===== src/csam_pkg.sv =====
// Constants shared by the configuration and sensor alert monitor.
// Assumes a single 200 MHz clock and a plain register port.
`default_nettype none

package csam_pkg;

   ////////////////////////////////////////////////////////////////////////////
   // Alert bit positions, shared by enable, trigger, recovery and status.
   localparam int NUM_ALERTS = 8;
   localparam int ALT_TIMEOUT = 0;
   localparam int ALT_DEFAULTS = 1;
   localparam int ALT_TRAVEL = 2;
   localparam int ALT_PORT_A = 3;
   localparam int ALT_PORT_B = 4;
   localparam int ALT_SUPPLY = 5;
   localparam int ALT_FALLBACK = 6;
   localparam int ALT_TEMP = 7;
   // Only these alerts may force a shutdown.
   localparam logic [7:0] SHUT_CAPABLE = 8'h0d;
   // For these alerts a set recovery bit means stay out of service.
   localparam logic [7:0] REC_INVERTED = 8'h0c;

   ////////////////////////////////////////////////////////////////////////////
   // Register offsets (byte addresses).
   localparam logic [7:0] REG_ENABLE = 8'h00;
   localparam logic [7:0] REG_TRIGGER = 8'h04;
   localparam logic [7:0] REG_RECOVERY = 8'h08;
   localparam logic [7:0] REG_TIMEOUT = 8'h0c;
   localparam logic [7:0] REG_KEY = 8'h10;
   localparam logic [7:0] REG_TARGET = 8'h14;
   localparam logic [7:0] REG_ACTIVE = 8'h18;
   localparam logic [7:0] REG_MODE = 8'h1c;
   localparam logic [7:0] REG_STATUS = 8'h20;
   localparam logic [7:0] REG_MASK = 8'h24;

   ////////////////////////////////////////////////////////////////////////////
   // Field widths and reset values.
   localparam int TMO_W = 24;
   localparam int KEY_W = 8;
   localparam logic [7:0] ENABLE_RESET = 8'hff;
   localparam logic [7:0] TRIGGER_RESET = 8'h00;
   localparam logic [7:0] RECOVERY_RESET = 8'h00;
   localparam logic [7:0] MASK_RESET = 8'h00;
   localparam logic [TMO_W-1:0] TIMEOUT_RESET = 24'h0186a0;
   localparam logic [KEY_W-1:0] KEY_RESET = 8'h00;

   // Transducer block modes.
   localparam logic [1:0] MODE_OOS = 2'h0;
   localparam logic [1:0] MODE_MAN = 2'h1;
   localparam logic [1:0] MODE_AUTO = 2'h2;
   localparam logic [1:0] TARGET_RESET = MODE_AUTO;

   typedef enum logic [0:0] {
      MS_RUN = 1'b0,
      MS_SHUT = 1'b1
   } csam_mstate_t;

   ////////////////////////////////////////////////////////////////////////////
   // Timing: the timeout register counts in ticks of TICK_NS.
   localparam int CLK_PERIOD_NS = 5;
   localparam int TICK_NS = 1000;
   localparam int TICK_CYCLES = (TICK_NS + CLK_PERIOD_NS - 1) / CLK_PERIOD_NS;
   localparam logic [7:0] TICK_LAST = 8'(TICK_CYCLES - 1);

   ////////////////////////////////////////////////////////////////////////////
   // Sensor functional ranges: travel, port A, port B, supply, temperature.
   localparam int NUM_SENSORS = 5;
   localparam logic [15:0] SENS_LO [NUM_SENSORS] = '{16'h0040, 16'h0010,
      16'h0010, 16'h0010, 16'h0020};
   localparam logic [15:0] SENS_HI [NUM_SENSORS] = '{16'hffc0, 16'hfff0,
      16'hfff0, 16'hfff0, 16'hffe0};
   localparam int SENS_ALERT [NUM_SENSORS] = '{ALT_TRAVEL, ALT_PORT_A,
      ALT_PORT_B, ALT_SUPPLY, ALT_TEMP};

endpackage

`default_nettype wire


===== src/csam_monitor.sv =====
// Configuration and sensor alert monitor with self-test shutdown.
// Assumes readings and output-block pulses arrive on clk_in; the disconnect
// level comes from a pin. Also holds the range checker it instantiates.
`timescale 1ns/1ps
`default_nettype none

module csam_range
   import csam_pkg::*;
#(
   parameter logic [15:0] LO = 16'h0000,
   parameter logic [15:0] HI = 16'hffff
) (
   input wire logic clk_in, // System clock.
   input wire logic rst_in, // Synchronous reset, active high.
   input wire logic [15:0] value_in, // Sensor reading.
   output logic oor_out // Reading outside its functional range.
);

   always_ff @(posedge clk_in) begin
      if (rst_in) begin
         oor_out <= 1'b0;
      end else begin
         oor_out <= (value_in < LO) || (value_in > HI);
      end
   end

   AST_RANGE: assert property (@(posedge clk_in) disable iff (rst_in)
      (value_in < LO || value_in > HI) |=> oor_out)
      else $error("Out-of-range reading not flagged.");

endmodule

////////////////////////////////////////////////////////////////////////////////

// Operation
// - Flag setpoint updates older than timeout
// - Timeout is largest gap between updates
// - Each alert reported only when enabled
// - Enabled trigger plus timeout, travel or port A alert forces shutdown
// - Timeout shutdown auto-recovers when recovery set
// - Else hold until reset or host mode
// - Stay out of service while cause persists
// - Travel and port A recovery polarity inverted
// - Defaults alert holds until leaving out-of-service
// - Host-writable alert key for grouping
// - Travel alert on range fault or disconnect
// - Travel alert may trigger shutdown
// - Port A range alert may trigger shutdown
// - Port B and supply gated by enable only
// - Fallback alert when pressure control engaged
// - Temperature alert on range fault
module csam_monitor
   import csam_pkg::*;
(
   input wire logic clk_in, // System clock, 200 MHz.
   input wire logic rst_in, // Synchronous reset, active high.
   input wire logic [7:0] addr_in, // Register byte address.
   input wire logic [31:0] wdata_in, // Register write data.
   input wire logic wr_in, // Write strobe.
   input wire logic rd_in, // Read strobe.
   output logic [31:0] rdata_out, // Read data, one cycle after rd_in.
   input wire logic setpoint_update_in, // Output block wrote the setpoint.
   input wire logic restart_defaults_in, // Resource block restarted with defaults.
   input wire logic fallback_in, // Control fell back to pressure.
   input wire logic travel_disconnect_in, // Travel sensor missing, from a pin.
   input wire logic [15:0] travel_in, // Travel reading.
   input wire logic [15:0] press_a_in, // Port A pressure reading.
   input wire logic [15:0] press_b_in, // Port B pressure reading.
   input wire logic [15:0] supply_in, // Supply pressure reading.
   input wire logic [15:0] temp_in, // Temperature reading.
   output logic [7:0] alert_active_out, // Enabled, active alerts.
   output logic [1:0] actual_mode_out, // Transducer actual mode.
   output logic zero_power_out, // Drive valve to zero power, control stopped.
   output logic [KEY_W-1:0] alert_key_out, // Plant unit number.
   output logic irq_out // Unmasked status bit set.
);

   function automatic logic hit(input logic [7:0] addr, input logic [7:0] off);
      hit = (addr == off);
   endfunction

   ////////////////////////////////////////////////////////////////////////////
   // Registers written by software.

   logic [7:0] alert_en;
   logic [7:0] trig_en;
   logic [7:0] rec_en;
   logic [7:0] irq_mask;
   logic [TMO_W-1:0] tmo_limit;
   logic [1:0] target_mode;
   logic [7:0] irq_status;
   logic [7:0] raw;
   logic [7:0] shut_vec;
   logic shut_cond;
   logic need_manual;
   logic host_release;
   csam_mstate_t state;
   csam_mstate_t next_state;
   logic [1:0] next_actual;

   always_ff @(posedge clk_in) begin
      if (rst_in) begin
         alert_en <= ENABLE_RESET;
         trig_en <= TRIGGER_RESET;
         rec_en <= RECOVERY_RESET;
         irq_mask <= MASK_RESET;
         tmo_limit <= TIMEOUT_RESET;
      end else if (wr_in) begin
         if (hit(addr_in, REG_ENABLE)) begin
            alert_en <= wdata_in[7:0];
         end
         if (hit(addr_in, REG_TRIGGER)) begin
            trig_en <= wdata_in[7:0];
         end
         if (hit(addr_in, REG_RECOVERY)) begin
            rec_en <= wdata_in[7:0];
         end
         if (hit(addr_in, REG_MASK)) begin
            irq_mask <= wdata_in[7:0];
         end
         if (hit(addr_in, REG_TIMEOUT)) begin
            tmo_limit <= wdata_in[TMO_W-1:0];
         end
      end
   end

   always_ff @(posedge clk_in) begin
      if (rst_in) begin
         alert_key_out <= KEY_RESET;
      end else if (wr_in && hit(addr_in, REG_KEY)) begin
         alert_key_out <= wdata_in[KEY_W-1:0];
      end
   end

   // Only manual or auto releases a held shutdown; the target stores any code.
   logic target_wr_ok;
   assign target_wr_ok = wr_in && hit(addr_in, REG_TARGET)
      && (wdata_in[1:0] == MODE_MAN || wdata_in[1:0] == MODE_AUTO);
   assign host_release = target_wr_ok && !shut_cond;

   always_ff @(posedge clk_in) begin
      if (rst_in) begin
         target_mode <= TARGET_RESET;
      end else if (wr_in && hit(addr_in, REG_TARGET)) begin
         target_mode <= wdata_in[1:0];
      end
   end

   ////////////////////////////////////////////////////////////////////////////
   // Setpoint update timeout, counted in ticks.

   logic [7:0] tick_cnt;
   logic tick;
   logic [TMO_W-1:0] tmo_cnt;

   always_ff @(posedge clk_in) begin
      if (rst_in || setpoint_update_in || tick_cnt == TICK_LAST) begin
         tick_cnt <= 8'h00;
      end else begin
         tick_cnt <= tick_cnt + 8'h01;
      end
   end
   assign tick = (tick_cnt == TICK_LAST);

   // The count saturates so a long outage never wraps back below the limit.
   always_ff @(posedge clk_in) begin
      if (rst_in || setpoint_update_in) begin
         tmo_cnt <= '0;
      end else if (tick && tmo_cnt != '1) begin
         tmo_cnt <= tmo_cnt + 1'b1;
      end
   end

   ////////////////////////////////////////////////////////////////////////////
   // Sensor checks.

   logic disconnect_sync;
   logic [15:0] sens [NUM_SENSORS];
   logic [NUM_SENSORS-1:0] oor;

   csam_sync u_disc (
      .clk_in(clk_in),
      .rst_in(rst_in),
      .async_in(travel_disconnect_in),
      .sync_out(disconnect_sync)
   );

   assign sens[0] = travel_in;
   assign sens[1] = press_a_in;
   assign sens[2] = press_b_in;
   assign sens[3] = supply_in;
   assign sens[4] = temp_in;

   for (genvar g = 0; g < NUM_SENSORS; g++) begin : g_range
      csam_range #(
         .LO(SENS_LO[g]),
         .HI(SENS_HI[g])
      ) u_range (
         .clk_in(clk_in),
         .rst_in(rst_in),
         .value_in(sens[g]),
         .oor_out(oor[g])
      );
   end

   ////////////////////////////////////////////////////////////////////////////
   // Raw alert conditions.

   logic defaults_flag;
   logic leave_oos;
   assign leave_oos = (actual_mode_out == MODE_OOS) && (next_actual != MODE_OOS);

   // A restart in the same cycle as leaving out of service keeps the flag.
   always_ff @(posedge clk_in) begin
      if (rst_in) begin
         defaults_flag <= 1'b0;
      end else if (restart_defaults_in) begin
         defaults_flag <= 1'b1;
      end else if (leave_oos) begin
         defaults_flag <= 1'b0;
      end
   end

   always_ff @(posedge clk_in) begin
      if (rst_in) begin
         raw <= 8'h00;
      end else begin
         raw[ALT_TIMEOUT] <= (tmo_cnt > tmo_limit);
         raw[ALT_DEFAULTS] <= defaults_flag;
         raw[ALT_TRAVEL] <= oor[0] || disconnect_sync;
         raw[ALT_PORT_A] <= oor[1];
         raw[ALT_PORT_B] <= oor[2];
         raw[ALT_SUPPLY] <= oor[3];
         raw[ALT_FALLBACK] <= fallback_in;
         raw[ALT_TEMP] <= oor[4];
      end
   end

   always_ff @(posedge clk_in) begin
      if (rst_in) begin
         alert_active_out <= 8'h00;
      end else begin
         alert_active_out <= raw & alert_en;
      end
   end

   ////////////////////////////////////////////////////////////////////////////
   // Self-test shutdown.

   // Port B and supply are outside SHUT_CAPABLE, so only their enable matters.
   assign shut_vec = alert_active_out & trig_en & SHUT_CAPABLE;
   assign shut_cond = |shut_vec;

   logic [7:0] manual_vec;
   assign manual_vec = shut_vec & ~(rec_en ^ REC_INVERTED);

   always_comb begin
      next_state = state;
      case (state)
         MS_RUN: begin
            if (shut_cond) begin
               next_state = MS_SHUT;
            end
         end
         MS_SHUT: begin
            if (!shut_cond && (!need_manual || host_release)) begin
               next_state = MS_RUN;
            end
         end
         default: begin
            next_state = MS_RUN;
         end
      endcase
   end

   assign next_actual = (next_state == MS_SHUT) ? MODE_OOS : target_mode;

   always_ff @(posedge clk_in) begin
      if (rst_in) begin
         state <= MS_RUN;
      end else begin
         state <= next_state;
      end
   end

   // Any cause without automatic recovery keeps the whole shutdown manual.
   always_ff @(posedge clk_in) begin
      if (rst_in || next_state == MS_RUN) begin
         need_manual <= 1'b0;
      end else if (|manual_vec) begin
         need_manual <= 1'b1;
      end
   end

   always_ff @(posedge clk_in) begin
      if (rst_in) begin
         actual_mode_out <= TARGET_RESET;
         zero_power_out <= 1'b0;
      end else begin
         actual_mode_out <= next_actual;
         zero_power_out <= (next_state == MS_SHUT);
      end
   end

   ////////////////////////////////////////////////////////////////////////////
   // Interrupt status, read data.

   logic [7:0] rise;
   logic [7:0] next_status;
   logic [7:0] next_active;
   logic status_rd;
   assign next_active = raw & alert_en;
   assign rise = next_active & ~alert_active_out;
   assign status_rd = rd_in && hit(addr_in, REG_STATUS);
   assign next_status = (status_rd ? 8'h00 : irq_status) | rise;

   always_ff @(posedge clk_in) begin
      if (rst_in) begin
         irq_status <= 8'h00;
         irq_out <= 1'b0;
      end else begin
         irq_status <= next_status;
         irq_out <= |(next_status & irq_mask);
      end
   end

   always_ff @(posedge clk_in) begin
      if (rst_in || !rd_in) begin
         rdata_out <= 32'h0000_0000;
      end else begin
         case (addr_in)
            REG_ENABLE: rdata_out <= {24'h000000, alert_en};
            REG_TRIGGER: rdata_out <= {24'h000000, trig_en};
            REG_RECOVERY: rdata_out <= {24'h000000, rec_en};
            REG_TIMEOUT: rdata_out <= {8'h00, tmo_limit};
            REG_KEY: rdata_out <= {24'h000000, alert_key_out};
            REG_TARGET: rdata_out <= {30'h0, target_mode};
            REG_ACTIVE: rdata_out <= {24'h000000, alert_active_out};
            REG_MODE: rdata_out <= {30'h0, actual_mode_out};
            REG_STATUS: rdata_out <= {24'h000000, irq_status};
            REG_MASK: rdata_out <= {24'h000000, irq_mask};
            default: rdata_out <= 32'h0000_0000;
         endcase
      end
   end

   ////////////////////////////////////////////////////////////////////////////
   // Checks.

   AST_TIMEOUT: assert property (@(posedge clk_in) disable iff (rst_in)
      (tmo_cnt > tmo_limit && !setpoint_update_in) |=> ##1 raw[ALT_TIMEOUT])
      else $error("Timeout alert missing after limit passed.");

   AST_ENABLE: assert property (@(posedge clk_in) disable iff (rst_in)
      ##1 (alert_active_out & ~$past(alert_en)) == 8'h00)
      else $error("Disabled alert reported active.");

   AST_SHUT_ENTRY: assert property (@(posedge clk_in) disable iff (rst_in)
      (state == MS_RUN && shut_cond) |=>
      (state == MS_SHUT && actual_mode_out == MODE_OOS && zero_power_out))
      else $error("Shutdown not entered on triggered alert.");

   AST_AUTO_RETURN: assert property (@(posedge clk_in) disable iff (rst_in)
      (state == MS_SHUT && !shut_cond && !need_manual) |=>
      (state == MS_RUN && actual_mode_out == $past(target_mode)))
      else $error("Automatic recovery did not return to target.");

   AST_MANUAL_HOLD: assert property (@(posedge clk_in) disable iff (rst_in)
      (state == MS_SHUT && need_manual && !host_release) |=> state == MS_SHUT)
      else $error("Manual shutdown left without host release.");

   AST_PERSIST: assert property (@(posedge clk_in) disable iff (rst_in)
      (state == MS_SHUT && shut_cond) |=> (state == MS_SHUT && zero_power_out))
      else $error("Shutdown left while its cause persists.");

   AST_POLARITY: assert property (@(posedge clk_in) disable iff (rst_in)
      (state == MS_RUN && shut_vec[ALT_TRAVEL] && rec_en[ALT_TRAVEL]) |=> need_manual)
      else $error("Travel shutdown with recovery set not held.");

   AST_DEFAULTS: assert property (@(posedge clk_in) disable iff (rst_in)
      (defaults_flag && !leave_oos) |=> defaults_flag)
      else $error("Defaults alert cleared without leaving out of service.");

   AST_KEY: assert property (@(posedge clk_in) disable iff (rst_in)
      (wr_in && hit(addr_in, REG_KEY)) |=> alert_key_out == $past(wdata_in[KEY_W-1:0]))
      else $error("Alert key not stored.");

   AST_TRAVEL: assert property (@(posedge clk_in) disable iff (rst_in)
      (oor[0] || disconnect_sync) |=> raw[ALT_TRAVEL])
      else $error("Travel sensor fault not raised.");

   AST_FALLBACK: assert property (@(posedge clk_in) disable iff (rst_in)
      fallback_in && alert_en[ALT_FALLBACK] |=> ##1 alert_active_out[ALT_FALLBACK]
      || !$past(alert_en[ALT_FALLBACK]))
      else $error("Fallback alert missing.");

   CV_SHUT: cover property (@(posedge clk_in) disable iff (rst_in)
      state == MS_RUN ##1 state == MS_SHUT);
   CV_AUTO: cover property (@(posedge clk_in) disable iff (rst_in)
      state == MS_SHUT && !need_manual ##1 state == MS_RUN);
   CV_MANUAL: cover property (@(posedge clk_in) disable iff (rst_in)
      state == MS_SHUT && need_manual && host_release);
   CV_IRQ: cover property (@(posedge clk_in) disable iff (rst_in) irq_out);

endmodule

`default_nettype wire


===== src/csam_sync.sv =====
// Two-stage synchroniser for one level from a pin.
// Assumes the level changes slowly compared with the clock.
`timescale 1ns/1ps
`default_nettype none

module csam_sync (
   input wire logic clk_in, // System clock.
   input wire logic rst_in, // Synchronous reset, active high.
   input wire logic async_in, // Level from outside the clock domain.
   output logic sync_out // Level safe to read.
);

   logic meta;

   always_ff @(posedge clk_in) begin
      if (rst_in) begin
         meta <= 1'b0;
         sync_out <= 1'b0;
      end else begin
         meta <= async_in;
         sync_out <= meta;
      end
   end

endmodule

`default_nettype wire


===== config.mk =====
export PLATFORM = sky130hd
export DESIGN_NAME = csam_monitor
export DESIGN_NICKNAME = d
export VERILOG_FILES = /design/src/csam_pkg.sv /design/src/csam_monitor.sv /design/src/csam_sync.sv
export SDC_FILE = /design/constraint.sdc
export NUM_CORES = 1
export LEC_CHECK = 0
export ABC_AREA = 1
export BUFFER_PORTS_ARGS = -buffer_cell sky130_fd_sc_hd__buf_2
export CAP_MARGIN = 20
export CORE_ASPECT_RATIO = 1.25
export CORE_MARGIN = 3
export CORE_UTILIZATION = 54
export CTS_CLUSTER_DIAMETER = 40
export DETAILED_ROUTE_END_ITERATION = 8
export PLACE_DENSITY = 0.89
export SYNTH_ARGS = -nofsm -noshare
export SYNTH_HDL_FRONTEND = slang
export SYNTH_SLANG_ARGS = --single-unit

===== constraint.sdc =====
create_clock -name clk_in -period 1.7 [get_ports clk_in]
set_input_delay 0.255 -clock clk_in [delete_from_list [all_inputs] [get_ports clk_in]]
set_output_delay 0.255 -clock clk_in [all_outputs]
set_load 0.01 [all_outputs]

==> out/metrics.yaml, run 1 <==
status:
  status: "complete, no violations"
floorplanning:
  initial_utilization: 0.556
  die_h_um: 140
  die_area_um2: 15800
  die_w_um: 113
  fp-row-count: 48
  io_pins: 180
  core-area_um2: 13900
timing:
  slew_headroom: 0.629
  fmax_ghz: 0.619
  rsz0062_at_grt: "yes"
  tightest_slew_ps: 555
  totalNegativeSetupSlack_ps: 0
  period_needed_ps: 1610
  drv_slew: 0
  min_period_over_period: 0.950
  setup_slack_ps: 85.1
  hold_viol_final: 0
  holdWs_ps: 24.8
  skew_ps: 10.3
  setup_viol_count_final: 0
routing:
  routed_wl_um: 21600
  drt-vias-per-instance: 5.48
  drc: 0
  drtAntennaViolNets: 0
  num_vias: 7778
  drt-initial-drc-count: 572
  wl_per_cell_um: 15.2
  dr.pass1.iters: 6
power:
  p_per_area_nw_per_um2: 833
  p_comb_frac: 0.055
  power_frac_seq: 0.479
  total_power_mw: 7.85
  p_sw_mw: 1.82
  pwr-share-clk: 0.466
  switching_share: 0.232
  max-vdd-ir-drop_mv: 0.612
  internal-power_mw: 6.03
  leakagePower_nw: 4.11
synthesis:
  synthTopCellsByArea: "dfxtp_1, nand2_1, inv_1"
  yosysTopAreaCell: "dfxtp_1"
  synth-seq-area-share: 0.413
  netlist_area_um2: 7710
  synth.distinct_cells: 43
  synth_seq_cells: 159
  postSynthCellCount: 1049
  ys_warn_count: 0
  synth_top_area_frac: 0.413
  syn_area_per_cell_um2: 7.35
critical_path:
  r2r_slack_ps: 90
  crit_fanout: 9
  cp_data_arrival_time_ps: 1930
  setup.worst_path.start: "tmo_cnt[0]$_SDFFE_PP0P_"
  required_ps: 2020
  slowest_stage: "dfxtp_1"
  cpPeakStageDelay_ps: 340
  r2r_end: "tmo_cnt[2]$_SDFFE_PP0P_"
  path_cells: "ha_2 -> nand2_1 -> nor2_2 -> nand2_2 -> nor2_2 -> nand2_2 -> nand2_4 -> buf_6 -> o21ai_0 -> nand2_1 -> nor2_1"
  crit_type: "flop to flop"
  start_kind: "flop"
  endpoint_kind: "flop"
  rr_worst_depth: 11
  reg2reg_from: "tmo_cnt[0]$_SDFFE_PP0P_"
finish:
  largestRegisters: "rdata_out x24, tmo_cnt x24, tmo_limit x24"
  final_core_util: 0.679
  ff_latch_area_um2: 3190
  nNetsFinal: 1386
  syn_to_final_growth_pct: 22.2
  drive_gt1_frac: 0.241
  fillCellCount: 1076
  stdcell_count: 1420
  fin_area_um2: 9430
  diodes: 0
  multi_input_comb_area_um2: 3810
clocking:
  ctsHoldBuffers: 0
  clk_pin_slew_ps: 70
  cts_buffers: 17
  cts_tree: "built"
  cts_root_buf: "clkbuf_16"
  cts_buffer_depth: 2
  insertion_delay_ps: 430
  clock-sinks: 159
  cts_max_level: 4
placed_design:
  dp_slack_ps: -61.3
  dp.cells: 1387
  place.port_buffers: 163
  place_hpwl_um: 16100
  dpl_cell_area_um2: 8800
  gp_congestion: 0.923
grt:
  grt_pass1_wl_um: 34700
  grt_overflow: 0
  antenna_found_initial: 0
  grt_pass1_vias: 7489
  track_usage: 0.270
  grt_start_max_net_pins: 58
worst_hold_path:
  worstHoldEndpoint: "defaults_flag$_SDFFE_PP0P_"
  hp-start: "restart_defaults_in"
  hold_depth: 3
  hp-class: "primary input to flop"
run:
  cap_violations: 0
-- layout by cell type, fill, tap and decap left out, types with 20 or more instances in the layout --
| cell | Yosys | routed |
|---|---|---|
| nand2_1 | 183 | 182 |
| buf_2 | 9 | 163 |
| dfxtp_1 | 159 | 155 |
| inv_1 | 128 | 128 |
| nor2_1 | 122 | 118 |
| a21oi_1 | 91 | 90 |
| o21ai_0 | 57 | 55 |
| nand3_1 | 37 | 37 |
| o21ai_1 | 30 | 32 |
| buf_4 | 9 | 31 |
| ha_1 | 26 | 25 |
| nand4_1 | 21 | 21 |
| nor3_1 | 23 | 20 |
-- cell usage after synthesis (all sizes together) --
cell       n
nand3     40
nand3b     6
nor3b      1
o22ai     17
o2bb2ai    1
dfxtp    159
buf       26
o21a       1
xnor2      2
nor2     136
nor4      17
o21bai     1
a31oi      4
a21boi     1
nand4     21
xor2       6
o211ai    14
a211oi     1
o21ai     87
nand2    196
nor3      34
conb       1
o2111ai    1
inv      141
clkbuf    15
and3       1
a21oi     93
ha        26
-- area by class of cell --
type	count	share of cell area
Clock inverter	11	0.0114
Multi-Input combinational cell	715	0.404
Tap cell	175	0.0232
Inverter	141	0.0567
Timing Repair Buffer	198	0.118
Clock buffer	21	0.0488
Sequential cell	159	0.338
-- critical path: cells and delay by family (launching register included) --
kind / cells / cell delay, ps
DFF: 1 / 340
adders and majority gates: 1 / 190
buffers and inverters: 1 / 150
AOI/OAI and AO/OA: 1 / 80
and+or+nand+nor: 8 / 760
-- what timing repair did --
item | CTS | global route
setup buffers | 0 | 1
resized for setup | 0 | 20
setup endpoints to repair | 0 | 24
-- worst max-delay path by stage --
stage	to	slack (ps)	cells past startpoint
final	tmo_cnt[2]$_SDFFE_PP0P_	90	11
after global routing	tmo_cnt[2]$_SDFFE_PP0P_	-50	11
after global placement	tmo_limit[23]$_SDFFE_PP0P_	30	9
after CTS	tmo_cnt[2]$_SDFFE_PP0P_	40	10
after floorplan	tmo_cnt[11]$_SDFFE_PP0P_	160	11
after detailed placement	tmo_limit[3]$_SDFFE_PP0P_	-60	9
-- cells by family after synthesis --
logic type / count (synthesis) / synth area share
and+or+nand+nor: 452 / 0.278
AOI/OAI and AO/OA: 221 / 0.155
adders and majority gates: 26 / 0.0422
buffers and inverters: 182 / 0.103
other: 1 / 0.000486
DFF: 159 / 0.413
xor gates and xnor gates: 8 / 0.00908
-- layer usage --
layer,GRT usage,wire length (um),up-vias
li1,-,-,3816
met1,0.302,8280,3535
met2,0.475,10800,334
met3,0.0509,1360,93
met4,0.149,1150,0
met5,0,0,-
-- power groups by stage --
stage	Sequential, mW	Clock [mW]	Combinational (mW)
final	3.76	3.65	0.434
after global routing	3.76	3.85	0.480
after CTS	3.76	3.69	0.429
after detailed placement	3.84	0	0.426
after global placement	3.84	0	0.415
after floorplan	3.84	0	0.200
No activity file was read; power rests on OpenSTA's default activity.
==> inputs of run 2 (changes only) <==
Settings changed: ABC_AREA 1 to not set.
==> run 2 against run 1 <==
Compared with the run above:
- the flow now finishes with violations (setup timing)
- hold slack worse by 2.7 ps
- register-to-register slack worse by 400 ps
- power increased by 3.0%
- critical path type unchanged
- largest cell class unchanged
- highest routed layer unchanged
==> out/metrics.yaml, run 2 <==
timing:
  skew_ps: 7.04  # was 10.3 ps
  drv_slew: 0  # unchanged
  setup_viol_count_final: 19  # was 0
  min_period_over_period: 1.18  # was 0.950
  holdWs_ps: 22.0  # was 24.8 ps
  rsz0062_at_grt: "yes"  # unchanged
  setup_slack_ps: -311  # was 85.1 ps
  fmax_ghz: 0.497  # was 0.619 GHz
  totalNegativeSetupSlack_ps: -1860  # was 0 ps
  period_needed_ps: 2010  # was 1610 ps
  hold_viol_final: 0  # unchanged
worst_hold_path:
  hold_depth: 2  # was 3
  hp-class: "primary input to flop"  # unchanged
  hp-start: "fallback_in"  # was restart_defaults_in
  worstHoldEndpoint: "raw[6]$_SDFF_PP0_"  # was defaults_flag$_SDFFE_PP0P_
floorplanning:
  die_w_um: 111  # was 113 um
  core-area_um2: 13300  # was 13900 um2
  io_pins: 180  # unchanged
  die_area_um2: 15200  # was 15800 um2
  fp-row-count: 47  # was 48
  die_h_um: 137  # was 140 um
  initial_utilization: 0.556  # about the same
critical_path:
  setup.worst_path.start: "tmo_limit[17]$_SDFFE_PP0P_"  # was tmo_cnt[0]$_SDFFE_PP0P_
  r2r_slack_ps: -310  # was 90 ps
  required_ps: 2050  # was 2020 ps
  cp_data_arrival_time_ps: 2360  # was 1930 ps
  crit_fanout: 2  # was 9
  crit_type: "flop to flop"  # unchanged
  reg2reg_from: "tmo_limit[17]$_SDFFE_PP0P_"  # was tmo_cnt[0]$_SDFFE_PP0P_
  r2r_end: "raw[0]$_SDFF_PP0_"  # was tmo_cnt[2]$_SDFFE_PP0P_
  endpoint_kind: "flop"  # unchanged
  rr_worst_depth: 7  # was 11
  start_kind: "flop"  # unchanged
synthesis:
  netlist_area_um2: 7430  # was 7710 um2
  synthArstFlopShare: 0  # unchanged
  syn_area_per_cell_um2: 8.88  # was 7.35 um2
  yosys.area_share.simple: 0.255  # was 0.278
  synth_flop_cell: "dfxtp_1"  # unchanged
  synth.area.mux_share: 0.0755  # was 0
  synth_seq_cells: 159  # unchanged
  synth_top_family_by_area: "simple AND/OR/NAND/NOR gates"  # unchanged
  synth_most_common_cell: "dfxtp_1"  # was nand2_1
  synthTopCellsByArea: "dfxtp_1, mux2i_1, nor2_1"  # was dfxtp_1, nand2_1, inv_1
  synth-seq-area-share: 0.429  # was 0.413
  synth_compound_area_frac: 0.129  # was 0.155
  postSynthCellCount: 836  # was 1049
  synth_fa_ha_area_frac: 0.0438  # was 0.0422
  synth_edf_count: 0  # unchanged
  yosysTopAreaCell: "dfxtp_1"  # unchanged
  ys_warn_count: 0  # unchanged
  synthTopCellsByCount: "dfxtp_1, nor2_1, nand2_1"  # was nand2_1, dfxtp_1, inv_1
  synth_top_area_frac: 0.429  # was 0.413
  synthXorXnorAreaFrac: 0.0153  # was 0.00908
  synth.distinct_cells: 68  # was 43
status:
  violations: "setup timing"
  status: "finished, violations left"  # was complete, no violations
clocking:
  cts_buffers: 17  # unchanged
  clock-sinks: 159  # unchanged
  cts_buffer_depth: 2  # unchanged
  cts_max_level: 4  # unchanged
  cts_root_buf: "clkbuf_16"  # unchanged
  clk_pin_slew_ps: 60  # was 70 ps
  insertion_delay_ps: 440  # was 430 ps
  cts_tree: "built"  # unchanged
  ctsHoldBuffers: 0  # unchanged
routing:
  drt-initial-drc-count: 1032  # was 572
  dr.pass1.iters: 7  # was 6
  routed_wl_um: 27500  # was 21600 um
  drt-vias-per-instance: 6.39  # was 5.48
  wl_per_cell_um: 21.5  # was 15.2 um
  drc: 0  # unchanged
  num_vias: 8168  # was 7778
  drtAntennaViolNets: 0  # unchanged
power:
  p_per_area_nw_per_um2: 798  # was 833 nW/um2
  max-vdd-ir-drop_mv: 0.868  # was 0.612 mV
  leakagePower_nw: 4.45  # was 4.11 nW
grt:
  grt_pass1_vias: 7882  # was 7489
  grt_overflow: 0  # unchanged
  grt_pass1_wl_um: 40000  # was 34700 um
  antenna_found_initial: 0  # unchanged
  grt_start_max_net_pins: 78  # was 58
  track_usage: 0.332  # was 0.270
finish:
  multi_input_comb_area_um2: 4170  # was 3810 um2
  nNetsFinal: 1251  # was 1386
  largestRegisters: "rdata_out x24, tmo_cnt x24, tmo_limit x24"  # unchanged
  final_common_cell: "buf_2"  # was nand2_1
  fillCellCount: 787  # was 1076
  diodes: 0  # unchanged
  final_cell_mix: "buf_2, dfxtp_1, buf_4"  # was nand2_1, buf_2, dfxtp_1
  drive_gt1_frac: 0.379  # was 0.241
  ff_latch_area_um2: 3220  # was 3190 um2
  syn_to_final_growth_pct: 36.4  # was 22.2%
run:
  cap_violations: 0  # unchanged
placed_design:
  gp_congestion: 0.921  # was 0.923
  place_hpwl_um: 16600  # was 16100 um
  place.port_buffers: 163  # unchanged
  dp_slack_ps: -217  # was -61.3 ps
## run 2: changes by cell type after synthesis, sizes merged, moves of 35 or more
cell / before / now
a21oi: 93 / 58
inv: 141 / 36
mux2i: 0 / 47
nand2: 196 / 64
nor2: 136 / 99
o21ai: 87 / 17
## run 2: report_power, final
part / leakage [nW] / switching [mW] / internal, mW
clock: 0.296 / 1.49 / 2.37
combinational: 2.86 / 0.275 / 0.202
sequential: 1.29 / 0.0137 / 3.74
## run 2: stage by stage
stage / power, mW / instances / area, um2 / util
after detailed placement: 4.28 / 1234 / 9130 / 0.684
after CTS: 8.04 / 1271 / 9940 / 0.745
after global routing: 8.24 / 1278 / 10100 / 0.759
final: 8.09 / 1278 / 10100 / 0.759
after global placement: 4.27 / 1234 / 9130 / 0.684
after floorplan: 4.02 / 843 / 7500 / -
## run 2: worst max-delay path, cell delays in order, from the launching register on
cell	delay, ps
dfxtp_2	360
inv_2	60
ha_4	260
nand4_1	160
nor4_2	370
and4_1	310
o31ai_2	120
a221oi_2	270
## run 2: cells by family after synthesis
logic type | count (synthesis)
AO/OA/AOI/OAI | 139
multiplexers | 53
flip-flops | 159
adder cells (fa/ha/maj) | 26
other | 1
AND/OR/NAND/NOR | 358
buffers and inverters | 87
XOR/XNOR | 13
## run 2: final cells by class
class | instances | area share
sequential | 159 | 0.318
timing repair buffer | 285 | 0.177
tap | 171 | 0.0211
multi-input combinational | 597 | 0.412
clock inverter | 6 | 0.00790
inverter | 37 | 0.0137
clock buffer | 23 | 0.0503
## run 2: routing by layer
metal,up-vias,track usage,part of all wire
li1,3539,-,-
met1,3795,0.359,0.35
met2,627,0.592,0.49
met3,207,0.0756,0.092
met4,0,0.207,0.074
met5,-,0,0
## run 2: timing repair
action                     CTS  global route
pin swaps                   14            21
setup endpoints to repair   18            24
resized for setup           39            39
setup buffers                9             7
## run 2: worst max-delay path by stage
stage | end | slack (ps) | cells past startpoint
6_report | raw[0]$_SDFF_PP0_ | -310 | 7
4_1_cts | raw[0]$_SDFF_PP0_ | -130 | 7
5_1_grt | raw[0]$_SDFF_PP0_ | -400 | 7
3_5_place_dp | alert_en[2]$_SDFFE_PP1P_ | -220 | 8
2_1_floorplan | tmo_cnt[1]$_SDFFE_PP0P_ | -70 | 7
3_3_place_gp | alert_en[6]$_SDFFE_PP1P_ | -100 | 8
==> inputs of run 3 (changes only) <==
Settings changed: BUFFER_PORTS_ARGS -buffer_cell sky130_fd_sc_hd__buf_2 to not set, CORE_MARGIN 3 to 5, CORE_UTILIZATION 54 to 68, DONT_BUFFER_PORTS set to 1, PLACE_DENSITY 0.89 to 0.93.
Clock period 1.7 ns to 2.6 ns, I/O delays scaled along.
==> run 3 against run 2 <==
Compared with the run above:
- wire length down 24%
- the run now ends clean
- sequential power down 34%
- non-clock buffer count down 276
- global-route usage down 1.5 points
- hold slack better by 24 ps
- utilization down 0.67 points
- critical path depth down 1
- clock skew up 2.4 ps
- largest cell class unchanged
- clock-buffer cell count down 4
- combinational power down 80%
- largest power group unchanged
==> out/metrics.yaml, run 3 (same netlist as run 2, synthesis figures left out) <==
clocking:
  cts_setup_buffers: 0  # was 9
  clk_pin_slew_ps: 60  # about the same
  cts_root_buf: "clkbuf_16"  # unchanged
  ctsHoldBuffers: 0  # unchanged
  cts_buffer_depth: 2  # unchanged
  cts_buffers: 17  # unchanged
  cts_resized: 0  # was 39
  cts_max_level: 4  # unchanged
  clock-sinks: 159  # unchanged
  insertion_delay_ps: 430  # was 440 ps
  cts_tree: "built"  # unchanged
power:
  leakagePower_nw: 3.07  # was 4.45 nW
  p_per_area_nw_per_um2: 628  # was 798 nW/um2
  max-vdd-ir-drop_mv: 0.483  # was 0.868 mV
placed_design:
  place_hpwl_um: 14500  # was 16600 um
  gp_congestion: 0.943  # was 0.921
  place.port_buffers: 0  # was 163
  dp.cells: 934  # was 1234
finish:
  drive_gt1_frac: 0.0875  # was 0.379
  final_common_cell: "dfxtp_1"  # was buf_2
  stdcell_count: 966  # was 1278
  largestRegisters: "rdata_out x24, tmo_cnt x24, tmo_limit x24"  # unchanged
  nNetsFinal: 975  # was 1251
  syn_to_final_growth_pct: 8.07  # was 36.4%
  diodes: 0  # unchanged
  final_cell_mix: "dfxtp_1, nor2_1, nand2_1"  # was buf_2, dfxtp_1, buf_4
floorplanning:
  core-area_um2: 10700  # was 13300 um2
  die_w_um: 103  # was 111 um
  fp-row-count: 42  # was 47
  die_h_um: 127  # was 137 um
  io_pins: 180  # unchanged
  die_area_um2: 13100  # was 15200 um2
  initial_utilization: 0.696  # was 0.556
grt:
  grt_pass1_vias: 6538  # was 7882
  use_met2: 0.518  # was 0.592
  met1_usage: 0.370  # was 0.359
  grt_overflow: 0  # unchanged
  grt_start_max_net_pins: 107  # was 78
  grtUsageMet3: 0.106  # was 0.0756
  antenna_found_initial: 0  # unchanged
  busiest_layer: "met2"  # unchanged
  grt_pass1_wl_um: 32600  # was 40000 um
  track_usage: 0.317  # was 0.332
critical_path:
  reg2reg_from: "tmo_cnt[0]$_SDFFE_PP0P_"  # was tmo_limit[17]$_SDFFE_PP0P_
  start_kind: "flop"  # unchanged
  cp_data_arrival_time_ps: 2580  # was 2360 ps
  endpoint_kind: "flop"  # unchanged
  required_ps: 2930  # was 2050 ps
  crit_fanout: 17  # was 2
  r2r_slack_ps: 350  # was -310 ps
  setup.worst_path.start: "tmo_cnt[0]$_SDFFE_PP0P_"  # was tmo_limit[17]$_SDFFE_PP0P_
  crit_type: "flop to flop"  # unchanged
timing:
  setup_viol_count_final: 0  # was 19
  slew_headroom: 0.503
  skew_ps: 9.41  # was 7.04 ps
  hold_viol_final: 0  # unchanged
  totalNegativeSetupSlack_ps: 0  # was -1860 ps
  tightest_slew_ps: 744
  min_period_over_period: 0.863  # was 1.18
  rsz0062_at_grt: "no"  # was yes
  drv_slew: 0  # unchanged
  period_needed_ps: 2250  # was 2010 ps
  fmax_ghz: 0.445  # was 0.497 GHz
routing:
  wl_per_cell_um: 21.5  # about the same
  num_vias: 6734  # was 8168
  dr.pass1.iters: 6  # was 7
  drc: 0  # unchanged
  routed_wl_um: 20800  # was 27500 um
  drt-vias-per-instance: 6.97  # was 6.39
  drtAntennaViolNets: 0  # unchanged
  drt-initial-drc-count: 719  # was 1032
worst_hold_path:
  hp-class: "primary input to flop"  # unchanged
  hp-start: "rst_in"  # was fallback_in
run:
  cap_violations: 0  # unchanged
status:
  status: "complete, no violations"  # was finished, violations left
-- run 3: cell types whose count changed in the layout (fill, tap and decap cells not counted), moves of 5 or more --
cell | before | now
a21oi_1 | 44 | 51
a21oi_2 | 13 | 7
buf_2 | 162 | 0
buf_4 | 116 | 9
dfxtp_1 | 136 | 159
dfxtp_2 | 19 | 0
ha_1 | 18 | 26
ha_4 | 8 | 0
inv_1 | 31 | 36
inv_2 | 5 | 0
or3_1 | 0 | 7
or3_4 | 7 | 0
-- run 3: through the flow --
| step | power, mW | cell area [um2] | setup slack (ps) | util | hold slack [ps] |
|---|---|---|---|---|---|
| 3_3_place_gp | 2.60 | 7430 | 522 | 0.697 | 420 |
| 2_1_floorplan | 2.63 | 7450 | 666 | - | 411 |
| 6_report | 5.04 | 8030 | 355 | 0.752 | 45.8 |
| 4_1_cts | 5.03 | 8030 | 393 | 0.752 | 24.8 |
| 5_1_grt | 5.16 | 8030 | 185 | 0.752 | 34.9 |
| 3_5_place_dp | 2.60 | 7430 | 391 | 0.697 | 428 |
-- run 3: layout make-up --
class | count | area (um2)
flip-flops and latches | 159 | 3180
repair buffers | 9 | 67.6
fillers | 666 | 2640
well taps | 132 | 165
multi-input cells | 597 | 3880
clock inverters | 13 | 140
inverters | 37 | 139
clock buffers | 19 | 453
-- run 3: report_power, final --
group	switching, mW	leakage, nW	internal (mW)
Clock	1.03	0.281	1.46
Combinational	0.0514	1.51	0.0422
Sequential	0.00904	1.28	2.45
Total	1.09	3.07	3.95
-- run 3: critical path, cell delays in order (launching register included) --
cell,delay (ps)
dfxtp_1,420
ha_1,340
nand3_1,170
or4_4,500
o21ai_4,410
o211ai_1,170
o31ai_1,130
-- run 3: path summary, 6_finish.rpt --
path,end,depth (start not counted)
setup reg to reg,tmo_cnt[6]$_SDFFE_PP0P_,6
hold / removal,zero_power_out$_SDFF_PP0_,1
hold reg to reg,raw[3]$_SDFF_PP0_,1
setup / recovery,tmo_cnt[6]$_SDFFE_PP0P_,6
-- run 3: routing by layer --
metal,wire length [um],part of all wire,vias to the layer above
met5,0,0,-
li1,-,-,2987
met1,7460,0.36,3173
met3,2190,0.11,121
met2,10100,0.48,453
met4,1070,0.051,0
